**config.mk**
```make
export PLATFORM = sky130hd
export DESIGN_NAME = faf_filter
export DESIGN_NICKNAME = d
export VERILOG_FILES = /design/src/design/faf_filter.v
export VERILOG_INCLUDE_DIRS = /design/src /design/src/inc
export SDC_FILE = /design/constraint.sdc
export NUM_CORES = 1
export LEC_CHECK = 0
export ABC_AREA = 1
export BUFFER_PORTS_ARGS = -buffer_cell sky130_fd_sc_hd__buf_4
export CAP_MARGIN = 15
export CORE_ASPECT_RATIO = 1.4
export CORE_UTILIZATION = 50
export DETAILED_ROUTE_END_ITERATION = 7
export PLACE_DENSITY = 0.67
export SLEW_MARGIN = 15
export SYNTH_ARGS = -nofsm -noshare
export SYNTH_HDL_FRONTEND = slang
export SYNTH_SLANG_ARGS = --single-unit
```
**constraint.sdc**
```tcl
create_clock -name sys_clk -period 3.3 [get_ports sys_clk]
set_input_delay 0.33 -clock sys_clk [delete_from_list [all_inputs] [get_ports sys_clk]]
set_output_delay 0.33 -clock sys_clk [all_outputs]
set_load 0.02 [all_outputs]
```
**src/inc/faf_consts.vh**
```
// faf_consts.vh: register offsets, field positions and reset values
// of the identifier acceptance filter; definitions only.
`ifndef FAF_CONSTS_VH
`define FAF_CONSTS_VH

`define FAF_ADDR_W 16
`define FAF_OFF_DIAG_CTRL 16'hf804
`define FAF_OFF_MASK_A_UP 16'hf805
`define FAF_OFF_MASK_A_LO 16'hf806
`define FAF_OFF_CODE1_UP 16'hf807
`define FAF_OFF_CODE1_LO 16'hf808
`define FAF_OFF_MASK_B_UP 16'hf809
`define FAF_OFF_MASK_B_LO 16'hf80a
`define FAF_OFF_CODE2_UP 16'hf80b
`define FAF_OFF_CODE2_LO 16'hf80c
`define FAF_OFF_CODE3_UP 16'hf80d
`define FAF_OFF_CODE3_LO 16'hf80e
`define FAF_OFF_CODE4_UP 16'hf80f
`define FAF_OFF_CODE4_LO 16'hf810
`define FAF_OFF_CONF 16'hf803

`define FAF_RST_FILTER 8'h00
`define FAF_RST_DIAG_CTRL 8'h17
`define FAF_RST_CONF 8'h08
// lower register: bits 7..3 used, 2..0 read zero
`define FAF_LO_USED 8'hf8

// diagnosis control fields
`define FAF_BIT_PULSE 3
`define FAF_BIT_TXOFF 2
`define FAF_BIT_SEL_HI 1
`define FAF_BIT_SEL_LO 0
// configuration mask enable fields
`define FAF_BIT_MEN_HI 1
`define FAF_BIT_MEN_LO 0

// line selection codes
`define FAF_LINE_DIFF 2'b00
`define FAF_LINE_A 2'b01
`define FAF_LINE_B 2'b10
`define FAF_LINE_AUTO 2'b11

`endif

```
**src/design/faf_filter.v**
```verilog
// faf_filter.v: identifier acceptance filter and line diagnosis control.
// assumes a byte-wide cpu port with bit or byte writes on sys_clk and a
// receiver that presents identifier bytes and a frame end strobe on sys_clk.
//
// Functional notes
// - Writing 1 to the pulse request bit emits one diagnosis sync tick, writing 0 does not.
// - Transmit line checking runs while its control bit is 0 and is suppressed while it is 1.
// - The line select field picks differential, single a, single b or automatic line.
// - A mask bit of 0 makes its position compared, a mask bit of 1 makes it always match.
// - Each pair holds id bits 11..4 upper, bits 3..0 and ext in lower 7..3, lower 2..0 read zero.
// - Code one is compared under mask a.
// - Codes two, three and four are compared under mask b.
// - Reset clears all mask and code registers to zero.
// - Bit writes and byte writes are both accepted, a bit write touching one bit only.
// - The masked comparison decides whether the receive byte interrupt is raised.
// - The receive byte interrupt is raised only when some code matches under its mask or the mask enable field inhibits that code's mask.
// - A first byte match with a second byte miss gives one interrupt then silence to frame end.
// - The mask enable field applies both masks, inhibits mask a, mask b, or both.
`timescale 1ns/1ps
`include "faf_consts.vh"

module faf_filter (
    // clock and reset
    input wire sys_clk,
    input wire sys_rst,
    // cpu register port
    input wire [15:0] cpu_addr,
    input wire cpu_wr,
    input wire cpu_bit_wr,
    input wire [2:0] cpu_bit_sel,
    input wire [7:0] cpu_wdata,
    input wire cpu_rd,
    output reg [7:0] cpu_rdata,
    // receiver path
    input wire rx_byte_valid,
    input wire [7:0] rx_byte,
    input wire message_end_flag,
    input wire rx_differential_line,
    input wire rx_single_line_a,
    input wire rx_single_line_b,
    input wire auto_line_data,
    // outputs
    output reg receive_byte_irq,
    output reg diagnosis_sync_tick,
    output reg tx_line_check_en,
    output reg [1:0] line_mode,
    output reg rx_line_data
);
    localparam ST_ID1 = 2'd0;
    localparam ST_ID2 = 2'd1;
    localparam ST_DATA = 2'd2;
    localparam ST_MUTE = 2'd3;
    reg [7:0] diag_q;
    reg [7:0] conf_q;
    reg [7:0] mask_a_upper_q;
    reg [7:0] mask_a_lower_q;
    reg [7:0] code1_up_q;
    reg [7:0] code1_lo_q;
    reg [7:0] mask_b_upper_q;
    reg [7:0] mask_b_lower_q;
    reg [7:0] code2_up_q;
    reg [7:0] code2_lo_q;
    reg [7:0] code3_up_q;
    reg [7:0] code3_lo_q;
    reg [7:0] code4_up_q;
    reg [7:0] code4_lo_q;
    reg [1:0] state_q;
    reg [3:0] hit_up_q;
    reg [2:0] line_s1_q;
    reg [2:0] line_s2_q;
    reg [2:0] line_s3_q;
    reg [2:0] line_st_q;
    reg [7:0] rdata_d;
    reg [3:0] hit_d;
    // new register value after a byte or single-bit write
    function [7:0] faf_wr;
        input [7:0] old;
        input bit_mode;
        input [2:0] sel;
        input [7:0] data;
        reg [7:0] tmp;
        begin
            tmp = old;
            if (bit_mode) begin
                tmp[sel] = data[0];
            end else begin
                tmp = data;
            end
            faf_wr = tmp;
        end
    endfunction
    // masked compare of one byte
    function faf_cmp;
        input [7:0] rx;
        input [7:0] code;
        input [7:0] mask;
        input mask_off;
        begin
            faf_cmp = mask_off | (&(mask | ~(rx ^ code)));
        end
    endfunction
    wire wr_any = cpu_wr | cpu_bit_wr;
    wire men_a_off = conf_q[`FAF_BIT_MEN_LO];
    wire men_b_off = conf_q[`FAF_BIT_MEN_HI];
    // register writes
    always @(posedge sys_clk) begin
        if (sys_rst) begin
            diag_q <= `FAF_RST_DIAG_CTRL;
            conf_q <= `FAF_RST_CONF;
            mask_a_upper_q <= `FAF_RST_FILTER;
            mask_a_lower_q <= `FAF_RST_FILTER;
            code1_up_q <= `FAF_RST_FILTER;
            code1_lo_q <= `FAF_RST_FILTER;
            mask_b_upper_q <= `FAF_RST_FILTER;
            mask_b_lower_q <= `FAF_RST_FILTER;
            code2_up_q <= `FAF_RST_FILTER;
            code2_lo_q <= `FAF_RST_FILTER;
            code3_up_q <= `FAF_RST_FILTER;
            code3_lo_q <= `FAF_RST_FILTER;
            code4_up_q <= `FAF_RST_FILTER;
            code4_lo_q <= `FAF_RST_FILTER;
        end else if (wr_any) begin
            if (cpu_addr == `FAF_OFF_DIAG_CTRL) begin
                diag_q <= faf_wr(diag_q, cpu_bit_wr, cpu_bit_sel, cpu_wdata);
            end else if (cpu_addr == `FAF_OFF_CONF) begin
                conf_q <= faf_wr(conf_q, cpu_bit_wr, cpu_bit_sel, cpu_wdata);
            end else if (cpu_addr == `FAF_OFF_MASK_A_UP) begin
                mask_a_upper_q <= faf_wr(mask_a_upper_q, cpu_bit_wr, cpu_bit_sel, cpu_wdata);
            end else if (cpu_addr == `FAF_OFF_MASK_A_LO) begin
                mask_a_lower_q <= faf_wr(mask_a_lower_q, cpu_bit_wr, cpu_bit_sel, cpu_wdata)
                    & `FAF_LO_USED;
            end else if (cpu_addr == `FAF_OFF_CODE1_UP) begin
                code1_up_q <= faf_wr(code1_up_q, cpu_bit_wr, cpu_bit_sel, cpu_wdata);
            end else if (cpu_addr == `FAF_OFF_CODE1_LO) begin
                code1_lo_q <= faf_wr(code1_lo_q, cpu_bit_wr, cpu_bit_sel, cpu_wdata)
                    & `FAF_LO_USED;
            end else if (cpu_addr == `FAF_OFF_MASK_B_UP) begin
                mask_b_upper_q <= faf_wr(mask_b_upper_q, cpu_bit_wr, cpu_bit_sel, cpu_wdata);
            end else if (cpu_addr == `FAF_OFF_MASK_B_LO) begin
                mask_b_lower_q <= faf_wr(mask_b_lower_q, cpu_bit_wr, cpu_bit_sel, cpu_wdata)
                    & `FAF_LO_USED;
            end else if (cpu_addr == `FAF_OFF_CODE2_UP) begin
                code2_up_q <= faf_wr(code2_up_q, cpu_bit_wr, cpu_bit_sel, cpu_wdata);
            end else if (cpu_addr == `FAF_OFF_CODE2_LO) begin
                code2_lo_q <= faf_wr(code2_lo_q, cpu_bit_wr, cpu_bit_sel, cpu_wdata)
                    & `FAF_LO_USED;
            end else if (cpu_addr == `FAF_OFF_CODE3_UP) begin
                code3_up_q <= faf_wr(code3_up_q, cpu_bit_wr, cpu_bit_sel, cpu_wdata);
            end else if (cpu_addr == `FAF_OFF_CODE3_LO) begin
                code3_lo_q <= faf_wr(code3_lo_q, cpu_bit_wr, cpu_bit_sel, cpu_wdata)
                    & `FAF_LO_USED;
            end else if (cpu_addr == `FAF_OFF_CODE4_UP) begin
                code4_up_q <= faf_wr(code4_up_q, cpu_bit_wr, cpu_bit_sel, cpu_wdata);
            end else if (cpu_addr == `FAF_OFF_CODE4_LO) begin
                code4_lo_q <= faf_wr(code4_lo_q, cpu_bit_wr, cpu_bit_sel, cpu_wdata)
                    & `FAF_LO_USED;
            end
        end else begin
            // pulse request bit self-clears on the same edge that raises its tick
            diag_q[`FAF_BIT_PULSE] <= 1'b0;
        end
    end
    // read mux; the pulse bit reads back until its tick is issued
    always @* begin
        rdata_d = 8'h00;
        if (cpu_addr == `FAF_OFF_DIAG_CTRL) begin
            rdata_d = diag_q;
        end else if (cpu_addr == `FAF_OFF_CONF) begin
            rdata_d = conf_q;
        end else if (cpu_addr == `FAF_OFF_MASK_A_UP) begin
            rdata_d = mask_a_upper_q;
        end else if (cpu_addr == `FAF_OFF_MASK_A_LO) begin
            rdata_d = mask_a_lower_q;
        end else if (cpu_addr == `FAF_OFF_CODE1_UP) begin
            rdata_d = code1_up_q;
        end else if (cpu_addr == `FAF_OFF_CODE1_LO) begin
            rdata_d = code1_lo_q;
        end else if (cpu_addr == `FAF_OFF_MASK_B_UP) begin
            rdata_d = mask_b_upper_q;
        end else if (cpu_addr == `FAF_OFF_MASK_B_LO) begin
            rdata_d = mask_b_lower_q;
        end else if (cpu_addr == `FAF_OFF_CODE2_UP) begin
            rdata_d = code2_up_q;
        end else if (cpu_addr == `FAF_OFF_CODE2_LO) begin
            rdata_d = code2_lo_q;
        end else if (cpu_addr == `FAF_OFF_CODE3_UP) begin
            rdata_d = code3_up_q;
        end else if (cpu_addr == `FAF_OFF_CODE3_LO) begin
            rdata_d = code3_lo_q;
        end else if (cpu_addr == `FAF_OFF_CODE4_UP) begin
            rdata_d = code4_up_q;
        end else if (cpu_addr == `FAF_OFF_CODE4_LO) begin
            rdata_d = code4_lo_q;
        end
    end
    // per-code hit for the current byte, lower byte only bits 7..3 count
    always @* begin
        hit_d = 4'h0;
        if (state_q == ST_ID1) begin
            hit_d[0] = faf_cmp(rx_byte, code1_up_q, mask_a_upper_q, men_a_off);
            hit_d[1] = faf_cmp(rx_byte, code2_up_q, mask_b_upper_q, men_b_off);
            hit_d[2] = faf_cmp(rx_byte, code3_up_q, mask_b_upper_q, men_b_off);
            hit_d[3] = faf_cmp(rx_byte, code4_up_q, mask_b_upper_q, men_b_off);
        end else begin
            // masked equality, mask 1 is don't care
            hit_d[0] = faf_cmp(rx_byte, code1_lo_q, mask_a_lower_q | ~`FAF_LO_USED, men_a_off);
            hit_d[1] = faf_cmp(rx_byte, code2_lo_q, mask_b_lower_q | ~`FAF_LO_USED, men_b_off);
            hit_d[2] = faf_cmp(rx_byte, code3_lo_q, mask_b_lower_q | ~`FAF_LO_USED, men_b_off);
            hit_d[3] = faf_cmp(rx_byte, code4_lo_q, mask_b_lower_q | ~`FAF_LO_USED, men_b_off);
        end
    end
    // frame sequencer and receive interrupt
    always @(posedge sys_clk) begin
        if (sys_rst) begin
            state_q <= ST_ID1;
            hit_up_q <= 4'h0;
            receive_byte_irq <= 1'b0;
        end else begin
            receive_byte_irq <= 1'b0;
            if (message_end_flag) begin
                state_q <= ST_ID1;
                hit_up_q <= 4'h0;
            end else if (rx_byte_valid) begin
                case (state_q)
                    ST_ID1: begin
                        hit_up_q <= hit_d;
                        receive_byte_irq <= |hit_d;
                        state_q <= (|hit_d) ? ST_ID2 : ST_MUTE;
                    end
                    ST_ID2: begin
                        // second byte miss silences the frame
                        receive_byte_irq <= |(hit_up_q & hit_d);
                        state_q <= (|(hit_up_q & hit_d)) ? ST_DATA : ST_MUTE;
                    end
                    ST_DATA: begin
                        receive_byte_irq <= 1'b1;
                    end
                    default: begin
                        state_q <= ST_MUTE;
                    end
                endcase
            end
        end
    end
    // three-stage line synchronisers
    always @(posedge sys_clk) begin
        if (sys_rst) begin
            line_s1_q <= 3'b111;
            line_s2_q <= 3'b111;
            line_s3_q <= 3'b111;
            line_st_q <= 3'b111;
        end else begin
            line_s1_q <= {rx_single_line_b, rx_single_line_a, rx_differential_line};
            line_s2_q <= line_s1_q;
            line_s3_q <= line_s2_q;
            line_st_q <= (line_s2_q & line_s3_q) | (line_st_q & (line_s2_q | line_s3_q));
        end
    end
    // diagnosis controls and line choice
    always @(posedge sys_clk) begin
        if (sys_rst) begin
            diagnosis_sync_tick <= 1'b0;
            tx_line_check_en <= 1'b0;
            line_mode <= `FAF_LINE_AUTO;
            rx_line_data <= 1'b1;
            cpu_rdata <= 8'h00;
        end else begin
            diagnosis_sync_tick <= diag_q[`FAF_BIT_PULSE] & ~wr_any;
            // check on while bit is 0
            tx_line_check_en <= ~diag_q[`FAF_BIT_TXOFF];
            line_mode <= {diag_q[`FAF_BIT_SEL_HI], diag_q[`FAF_BIT_SEL_LO]};
            case ({diag_q[`FAF_BIT_SEL_HI], diag_q[`FAF_BIT_SEL_LO]})
                `FAF_LINE_DIFF: rx_line_data <= line_st_q[0];
                `FAF_LINE_A: rx_line_data <= line_st_q[1];
                `FAF_LINE_B: rx_line_data <= line_st_q[2];
                default: rx_line_data <= auto_line_data;
            endcase
            cpu_rdata <= cpu_rd ? rdata_d : 8'h00;
        end
    end

endmodule

```
* Word level (Yosys, flattened, before mapping)
Index checks and enable logic that the tools add are counted.
** Cells by class
- Order comparisons :: 2
- Reduce and logical (&&, ||, !) cells :: 33
- Shift operators :: 0
- Div/mod/pow operators :: 0
- Multipliers :: 0
- Bitwise operators :: 57
- Add/subtract/negate cells :: 0
- Equality and inequality tests :: 18
- Multiplexer cells :: 50
** Operator list (number)
- $eq A16 B16 Y1 const B :: 14
- $mux W8 :: 28
- $bwmux W8 :: 14
- $reduce_and A8 Y1 :: 9
- $not A8 Y8 :: 8
- $or A8 B8 Y8 :: 8
- $xor A8 B8 Y8 :: 8
- $not A1 Y1 :: 18
- $reduce_and A15 Y1 :: 1
- $reduce_and A14 Y1 :: 1
- $reduce_and A13 Y1 :: 1
- $reduce_and A12 Y1 :: 1
- $reduce_and A11 Y1 :: 1
- $reduce_and A10 Y1 :: 1
- $or A1 B1 Y1 :: 9
- $reduce_and A9 Y1 :: 1
- $reduce_or A4 Y1 :: 2
- $reduce_and A7 Y1 :: 1
- $and A3 B3 Y3 :: 2
- $or A3 B3 Y3 :: 2
- $pmux W1 S3 :: 2
- $pmux W2 S3 :: 1
- $reduce_and A2 Y1 :: 3
- $reduce_and A6 Y1 :: 1
- other kinds (17) :: 23
** Word-level totals
- Flip-flop bits (word level) :: 126
- Memories kept :: 0
- Output and inout bits :: 14
- Bits of input ports :: 46
- Memory bits (read-only) :: 0
- Memory bits (writable) :: 0
- Logic and storage cells :: 187
- Bits in latches :: 0

* Longest topological paths before layout
Gate-level depths: netlist of run 1.
- Depth after elaboration :: 15
- Gate-level depth with buffers :: 20
- Depth with buffers taken out :: 19

* Worst setup path before layout of run 1
No wires, ideal clock.
- Kind :: input to register
- From :: input cpu_addr[8]
- To :: register cpu_rdata[7]
- Path buffers :: 1
- Arrival :: 1.696 ns
- Library setup time :: 0.119 ns
- Stages on the path :: 17
- Data required time :: 3.181 ns
- Path slack :: 1.485 ns
- Cells stage by stage :: nor2_1 > nand2_1 > nor2_4 > buf_6 > nand3_2 > nor2_2 > inv_1 > nand2_1 > a21oi_1 > nand2_1 > nand2_1 > nand2_1 > nand2_1 > nand2_1 > nand3b_1 > nand2_1 > a21oi_2
** On the way
- Longest elaborated chain between the ends :: 15
- Elaborated cells between the ends (all ways) :: 28
- Classes of those cells :: 14 x eq/ne; 14 x mux
** Ends and longest elaborated chain
- from (decl) :: line faf_filter.v:27 : input wire [15:0] cpu_addr,
- $eq A16 B16 Y1 (no source line)
- $mux W8 :: line faf_filter.v:192 : end else if (cpu_addr == `FAF_OFF_CODE4_LO) begin
- $mux W8 :: line faf_filter.v:190 : end else if (cpu_addr == `FAF_OFF_CODE4_UP) begin
- $mux W8 :: line faf_filter.v:188 : end else if (cpu_addr == `FAF_OFF_CODE3_LO) begin
- $mux W8 :: line faf_filter.v:186 : end else if (cpu_addr == `FAF_OFF_CODE3_UP) begin
- $mux W8 :: line faf_filter.v:184 : end else if (cpu_addr == `FAF_OFF_CODE2_LO) begin
- $mux W8 :: line faf_filter.v:182 : end else if (cpu_addr == `FAF_OFF_CODE2_UP) begin
- $mux W8 :: line faf_filter.v:180 : end else if (cpu_addr == `FAF_OFF_MASK_B_LO) begin
- $mux W8 :: line faf_filter.v:178 : end else if (cpu_addr == `FAF_OFF_MASK_B_UP) begin
- $mux W8 :: line faf_filter.v:176 : end else if (cpu_addr == `FAF_OFF_CODE1_LO) begin
- $mux W8 :: line faf_filter.v:174 : end else if (cpu_addr == `FAF_OFF_CODE1_UP) begin
- $mux W8 :: line faf_filter.v:172 : end else if (cpu_addr == `FAF_OFF_MASK_A_LO) begin
- $mux W8 :: line faf_filter.v:170 : end else if (cpu_addr == `FAF_OFF_MASK_A_UP) begin
- $mux W8 :: line faf_filter.v:168 : end else if (cpu_addr == `FAF_OFF_CONF) begin
- $mux W8 * :: line faf_filter.v:166 : if (cpu_addr == `FAF_OFF_DIAG_CTRL) begin
- to (signal assigned) :: line faf_filter.v:278 : cpu_rdata <= cpu_rd ? rdata_d : 8'h00;
- to (decl) :: line faf_filter.v:33 : output reg [7:0] cpu_rdata,
Every way passes the cells marked *; elsewhere a longest branch is shown, timed or not.
A chain may end at the register's enable or synchronous reset.

* Worst setup path in the final report of run 1
- From :: input cpu_addr[8]
- To :: register code3_up_q[4]
** On the way
- Longest elaborated chain between the ends :: 3
- Elaborated cells between the ends (all ways) :: 22
- Classes of those cells :: 11 x eq/ne; 10 x bitwise; 1 x reduce/logical
** Ends and longest elaborated chain
- $eq A16 B16 Y1 (no source line)
- $not A1 Y1 (no source line)
- $reduce_and A12 Y1 (no source line) *
- to (signal assigned) :: line faf_filter.v:118 : code3_up_q <= `FAF_RST_FILTER;
- to (signal assigned) :: line faf_filter.v:148 : code3_up_q <= faf_wr(code3_up_q, cpu_bit_wr, cpu_bit_sel, cpu_wdata);
- to (decl) :: line faf_filter.v:63 : reg [7:0] code3_up_q;
Marks and branches as above.

==> key figures, run 1 <==
Final layout
  – Sequential cell area: 2522 um^2
  – Fillers: 1309
  – Area taken by multi-input logic gates: 3747 um^2
  – Area Overhead vs Synth: 18.05%
  – Final nets: 1104
  – ANT cells: 0
  – Final Util: 60.77%
  – Share of cells above drive strength 1: 16.53%

Global routing
  – GRT overflow: 0
  – Largest net degree at the start of global routing: 69
  – Vias in the first global route: 6776
  – Initial antenna violation count: 0
  – First-pass GRT wire length: 38520 um
  – GRT Total Usage: around 37%

Worst setup path
  – Crit-path cells: buf_4 > nor2_1 > nand2_1 > nor2_4 > buf_4 > inv_2 > nor4_1 > nand2_1 > inv_1 > nand3_1 > a21oi_1
  – Worst setup endpoint: code3_up_q[4]$_SDFFE_PP0P_
  – Worst EP arrival: roughly 2.4 ns
  – Largest stage delay, worst path: 0.32 ns
  – Worst setup path start: cpu_addr[8]
  – Critical Setup Path Class: input pin to flop
  – CP max-delay cell: inv_1
  – Reg2reg setup slack: approximately 1.3 ns
  – Critical R2R Launch: state_q[0]$_SDFFE_PP0P_
  – Worst endpoint required time: 3.65 ns
  – RR Endpoint: state_q[0]$_SDFFE_PP0P_
  – Startpoint Class: input pin
  – CP Max Fanout: 12
  – R2R depth: 11
  – Critical Path End Type: flop

Timing
  – Setup Skew: slightly above 0.01 ns
  – Setup TNS Final: 0 ns
  – Hold violation count in the final report: 0
  – Achievable Freq: 487.4 MHz
  – RSZ-0062 raised after global routing: false
  – Post-route clock period utilization: 62.17%
  – Final Hold Slack: 0.08553 ns
  – Final Setup Violations: 0
  – Max_slew headroom: 45.16%
  – Final Max Slew Viols: 0
  – Final min period: approximately 2.1 ns
  – Slew @ Worst Pin: a little over 0.8 ns

Logic synthesis
  – Most common cell in the netlist: a21oi_1
  – Syn Inst Count: around 1000
  – FFs w/ async S/R, synth: 0%
  – Net Count, Synth: 1040
  – Yosys warnings: 0
  – Number of synthesized flops with an enable pin: 0
  – Flops & latches, synth: 126
  – Synth top area cells: dfxtp_1 36%, a21oi_1 11%, o21ai_0 7.7%
  – Leading area contributor after synthesis: dfxtp_1
  – Post-synthesis area per instance: 6.966 um^2
  – Top FF cell, synth: dfxtp_1
  – Seq/Total Area, Yosys: 36.43%
  – Post-synth top cells: 148 x a21oi_1, 126 x dfxtp_1, 116 x nand2_1
  – Syn Std Cell Area: just under 7000 um^2
  – Yosys cell types: 46
  – Post-synth top area share: 36.43%

Power and ir drop
  – Cell area power density: 469.2 nW/um^2
  – Static Leak: 3.232 nW
  – Worst vdd ir: around 0.00037 V

Floorplanning
  – Core Region: 13450 um^2
  – Die area: 14330 um^2
  – Die X-Extent: 101.5 um
  – Initial Utilization: 51.48%
  – Site Rows: 50
  – Die height: between 100 and 150 um
  – IO Count: 60

Drt
  – Routed wire length: between 20000 and 30000 um
  – Initial DRC count: 634
  – DRC viols: 0
  – Routed Antenna Nets: 0
  – DR pass1 iterations: 6
  – DR WL/cell: between 20 and 25 um
  – DR vias: roughly 7400
  – DR vias/cell: 5.929

Outcome
  – Status: complete, no violations

Clock network
  – Sinks on Clock Net: 126
  – Number of hold buffers added after cts: 0
  – Clock Latency Late Sink: 0.43 ns
  – Deepest clock path buffer count: 2
  – CTS tree: yes
  – H-tree depth: 4
  – Reg clk slew, reported paths: 0.06 ns
  – Cts bufs inserted: 17
  – Post-CTS Resized: 0
  – Clk root buf: clkbuf_16
  – Postcts setup bufs: 0

Flow run
  – Max-cap viol count: 0

Place
  – Post-DP HPWL: 18210 um
  – Port Buffers: 59
  – Gpl congestion: 1.040

Hold path
  – Type of the most critical hold path: input pin to flop
==> worst max-delay path, delay by kind of cell <==
kind,cells,cell delay (ns)
AND/OR/NAND/NOR,6,1.12
buffers and inverters,4,0.77
AO/OA/AOI/OAI,1,0.17
==> final cells by class <==
class | instances | share of cell area [%]
Timing Repair Buffer | 75 | 6.888
Inverter | 132 | 6.153
Clock buffer | 18 | 5.373
Sequential cell | 126 | 30.86
Multi-Input combinational cell | 706 | 45.84
Tap cell | 182 | 2.786
Clock inverter | 14 | 2.097
==> state kept, by name, indices dropped and copies added, names as in the netlist, 2 cells and up <==
name	flops
code1_lo_q	5
code1_up_q	8
code2_lo_q	5
code2_up_q	8
code3_lo_q	5
code3_up_q	8
code4_lo_q	5
code4_up_q	8
conf_q	8
cpu_rdata	8
diag_q	8
hit_up_q	4
line_mode	2
line_s1_q	3
line_s2_q	3
line_s3_q	3
line_st_q	3
mask_a_lower_q	5
mask_a_upper_q	8
mask_b_lower_q	5
mask_b_upper_q	8
state_q	2
==> layout by cell type, fill, tap and decap left out, drive strengths merged <==
cell type,netlist,routed
a211oi,12,12
nand2,123,123
nor4,6,6
clkinv,6,10
clkbuf,20,18
a31oi,2,2
o22ai,6,6
a221oi,4,4
dfxtp,126,126
o2111ai,3,3
a21oi,149,149
a311oi,10,10
or2,10,10
o21ai,135,135
xnor2,15,15
o211ai,7,7
inv,126,134
nand4,9,9
nor2,106,106
o311ai,5,5
nand3,69,69
bufinv,0,2
a22o,2,2
a22oi,2,2
a21boi,5,5
buf,10,75
nor3,21,21
nand3b,4,4
o2bb2ai,1,1
==> where the power goes <==
group	total (mW)	leakage [nW]	internal [mW]	switching (mW)
registers	1.53	1.02	1.53	0.00378
logic	0.332	1.91	0.0972	0.234
clock network	1.97	0.304	1.16	0.806
==> how the worst min path moves through the flow <==
stage | slack [ns] | cells past startpoint | to | startpoint
3_3_place_gp | 0.39 | 1 | line_s2_q[0]$_SDFF_PP1_ | line_s1_q[0]$_SDFF_PP1_
3_5_place_dp | 0.40 | 1 | line_s2_q[2]$_SDFF_PP1_ | line_s1_q[2]$_SDFF_PP1_
6_report | 0.09 | 2 | line_s1_q[1]$_SDFF_PP1_ | rx_single_line_a
4_1_cts | 0.08 | 2 | line_s1_q[0]$_SDFF_PP1_ | rx_differential_line
5_1_grt | 0.08 | 2 | line_s1_q[0]$_SDFF_PP1_ | rx_differential_line
2_1_floorplan | 0.39 | 1 | line_s2_q[0]$_SDFF_PP1_ | line_s1_q[0]$_SDFF_PP1_
==> stage by stage <==
stage,power [mW],instances,cell area (um^2),worst slack (ns)
6_report,3.836,1253,8174,1.248
5_1_grt,3.932,1253,8174,1.039
4_1_cts,3.843,1253,8174,1.311
3_5_place_dp,1.890,1221,7564,0.8850
3_3_place_gp,1.890,1221,7564,0.8857
2_1_floorplan,1.735,994,6924,1.485
==> kinds of logic after synthesis <==
group	count (synthesis)	share of synthesized area, %
XOR/XNOR	15	1.897
flip-flops	126	36.43
AO/OA/AOI/OAI	343	27.83
AND/OR/NAND/NOR	348	24.39
buffers and inverters	162	9.451
==> layer usage <==
layer	vias up	GRT usage (%)	share of wire (%)
li1	3534	-	-
met1	3395	44.42	38
met2	404	58.00	47
met3	96	6.098	7.8
met4	0	25.63	7.2
met5	-	0	0
No activity file was read; power rests on OpenSTA's default activity.
==> inputs of run 2 (changes only) <==
clock period = 1.9 ns   (was 3.3 ns; I/O delays follow)
==> run 2 against run 1 <==
Net effect:
- register-to-register slack worse by 1.1 ns
- clock-buffer cell count down 1
- clock power up 63%
- largest power group unchanged
- combinational power up 89%
- clock skew about the same
==> key figures, run 2 (synthesis results as in run 1) <==
Clock network
  – Deepest clock path buffer count: 2 (unchanged)
  – Sinks on Clock Net: 126 (unchanged)
  – H-tree depth: 4 (unchanged)
  – Clock Latency Late Sink: 0.43 ns (about the same)
  – Cts bufs inserted: 17 (unchanged)
  – Reg clk slew, reported paths: 0.07 ns (about the same)
  – Postcts setup bufs: 0 (unchanged)
  – CTS tree: yes
  – Clk root buf: clkbuf_16

Power and ir drop
  – Static Leak: 3.647 nW (+13%)
  – Worst vdd ir: 0.0005529 V (+51%)
  – Cell area power density: 736.4 nW/um^2 (+57%)

Drt
  – DR WL/cell: 19.60 um (-2.7%)
  – DRC viols: 0 (unchanged)
  – DR vias: 7613 (+2.5%)
  – DR pass1 iterations: 5 (-1)
  – DR vias/cell: 5.694 (-4.0%)
  – Initial DRC count: 578 (-8.8%)
  – Routed Antenna Nets: 0 (unchanged)
  – Routed wire length: 26210 um (+3.8%)

Worst setup path
  – Worst endpoint required time: 2.23 ns (-1.42 ns)
  – R2R depth: 12 (+1)
  – Critical R2R Launch: code1_up_q[5]$_SDFFE_PP0P_
  – Critical Path End Type: flop
  – Reg2reg setup slack: 0.19 ns (-1.13 ns)
  – Worst setup path start: code1_up_q[5]$_SDFFE_PP0P_
  – Worst EP arrival: 2.04 ns (-0.36 ns)
  – Critical Setup Path Class: flop to flop
  – CP Max Fanout: 3 (-9)
  – Startpoint Class: flop
  – RR Endpoint: state_q[0]$_SDFFE_PP0P_

Global routing
  – Initial antenna violation count: 0 (unchanged)
  – GRT overflow: 0 (unchanged)
  – GRT Total Usage: 38.22% (+1.7 points)
  – Largest net degree at the start of global routing: 32 (-54%)
  – First-pass GRT wire length: 39920 um (+3.6%)
  – Vias in the first global route: 7228 (+6.7%)

Final layout
  – Area Overhead vs Synth: 27.63%
  – ANT cells: 0 (unchanged)
  – Fillers: 1260 (-3.7%)
  – Final Util: 65.70% (+4.9 points)
  – Share of cells above drive strength 1: 22.68% (+6.2 points)
  – Final nets: 1188 (+7.6%)
  – Most frequent cells in the layout: 153 x buf_4, 148 x a21oi_1, 126 x dfxtp_1
  – Commonest non-fill, non-tap cell in the layout: buf_4

Timing
  – Post-route clock period utilization: 89.89%
  – Achievable Freq: 585.5 MHz
  – Setup Skew: 0.009691 ns (-0.0003924 ns)
  – Max_slew headroom: 51.99% (+6.8 points)
  – Final min period: 1.708 ns
  – Hold violation count in the final report: 0 (unchanged)
  – RSZ-0062 raised after global routing: false
  – Final Hold Slack: 0.04638 ns (-0.03916 ns)
  – Final Setup Violations: 0 (unchanged)
  – Final Max Slew Viols: 0 (unchanged)
  – Slew @ Worst Pin: 0.7194 ns (-0.1033 ns)

Floorplanning
  – Die area: 14330 um^2 (unchanged)
  – IO Count: 60 (unchanged)
  – Site Rows: 50 (unchanged)
  – Initial Utilization: 51.48% (unchanged)
  – Die X-Extent: 101.5 um (unchanged)
  – Die height: 141.2 um (unchanged)
  – Core Region: 13450 um^2 (unchanged)

Hold path
  – Type of the most critical hold path: input pin to flop
  – Worst hold path stage count: 3 (+1)
  – WHS Endpoint: receive_byte_irq$_SDFF_PP0_
  – Hold_sp: rx_byte_valid

Flow run
  – Max-cap viol count: 0 (unchanged)

Place
  – Port Buffers: 59 (unchanged)
  – Gpl congestion: 0.9807 (-5.7%)
  – Post-DP HPWL: 20190 um (+11%)

Outcome
  – Status: complete, no violations
-- run 2: cell count changes in the layout (fill, tap and decap cells not counted), sizes merged, moves of 2 or more --
cell / before / now
dlygate4sd3: 0 / 4
inv: 134 / 137
buf: 75 / 155
bufinv: 2 / 0
-- run 2: routing by layer --
metal	wire length (um)	vias up	track usage [%]
met2	12430	366	64.12
met1	9867	3434	43.92
met5	0	-	0
met4	1871	0	25.55
met3	2038	101	6.594
li1	-	3712	-
-- run 2: worst max-delay path: stages, from the launching register on --
cell     delay (ns)
dfxtp_1        0.36
inv_1          0.08
o21ai_0        0.17
nand2_1        0.09
nor3_2         0.12
buf_4          0.13
nand3_1        0.08
nand2_2        0.15
a21oi_1        0.09
nand4_1        0.10
nand2_1        0.07
o21ai_1        0.12
inv_1          0.04
-- run 2: what timing repair did --
item	in CTS	in global routing
hold buffers	4	0
setup endpoints to repair	0	2
gates resized for setup	0	7
endpoints found under the hold margin	4	0
-- run 2: power by group --
part	leakage (nW)	internal (mW)	switching [mW]
Combinational	2.34	0.217	0.412
Clock	0.286	1.76	1.45
Sequential	1.02	2.66	0.00661
Total	3.65	4.63	1.87
-- run 2: worst max path at each step --
stage                              endpoint  slack, ns  depth (start not counted)
floorplan           cpu_rdata[7]$_SDFF_PP0_       0.23                         17
global placement    cpu_rdata[6]$_SDFF_PP0_      -0.16                         16
detailed placement  cpu_rdata[5]$_SDFF_PP0_      -0.19                         19
CTS                 state_q[0]$_SDFFE_PP0P_       0.05                         12
global route        state_q[0]$_SDFFE_PP0P_       0.04                         11
finish              state_q[0]$_SDFFE_PP0P_       0.19                         12
-- run 2: final cells by class --
| class | instances | area [um^2] | share of cell area, % |
|---|---|---|---|
| clock inverter | 15 | 160.2 | 1.812 |
| timing repair buffer | 159 | 1229 | 13.90 |
| tap | 182 | 227.7 | 2.577 |
| multi-input combinational | 706 | 3770 | 42.66 |
| clock buffer | 17 | 425.4 | 4.814 |
| inverter | 132 | 503.0 | 5.692 |
| sequential | 126 | 2522 | 28.54 |
-- run 2: metrics by stage --
stage	TNS, ns	cell area, um^2	power (mW)	setup WS (ns)	cells
floorplan	0	6924	3.013	0.2251	994
global placement	-1.386	8189	3.320	-0.1556	1301
detailed placement	-2.540	8189	3.323	-0.1863	1301
CTS	0	8815	6.522	0.05026	1337
global route	0	8837	6.704	0.03670	1337
finish	0	8837	6.508	0.1921	1337
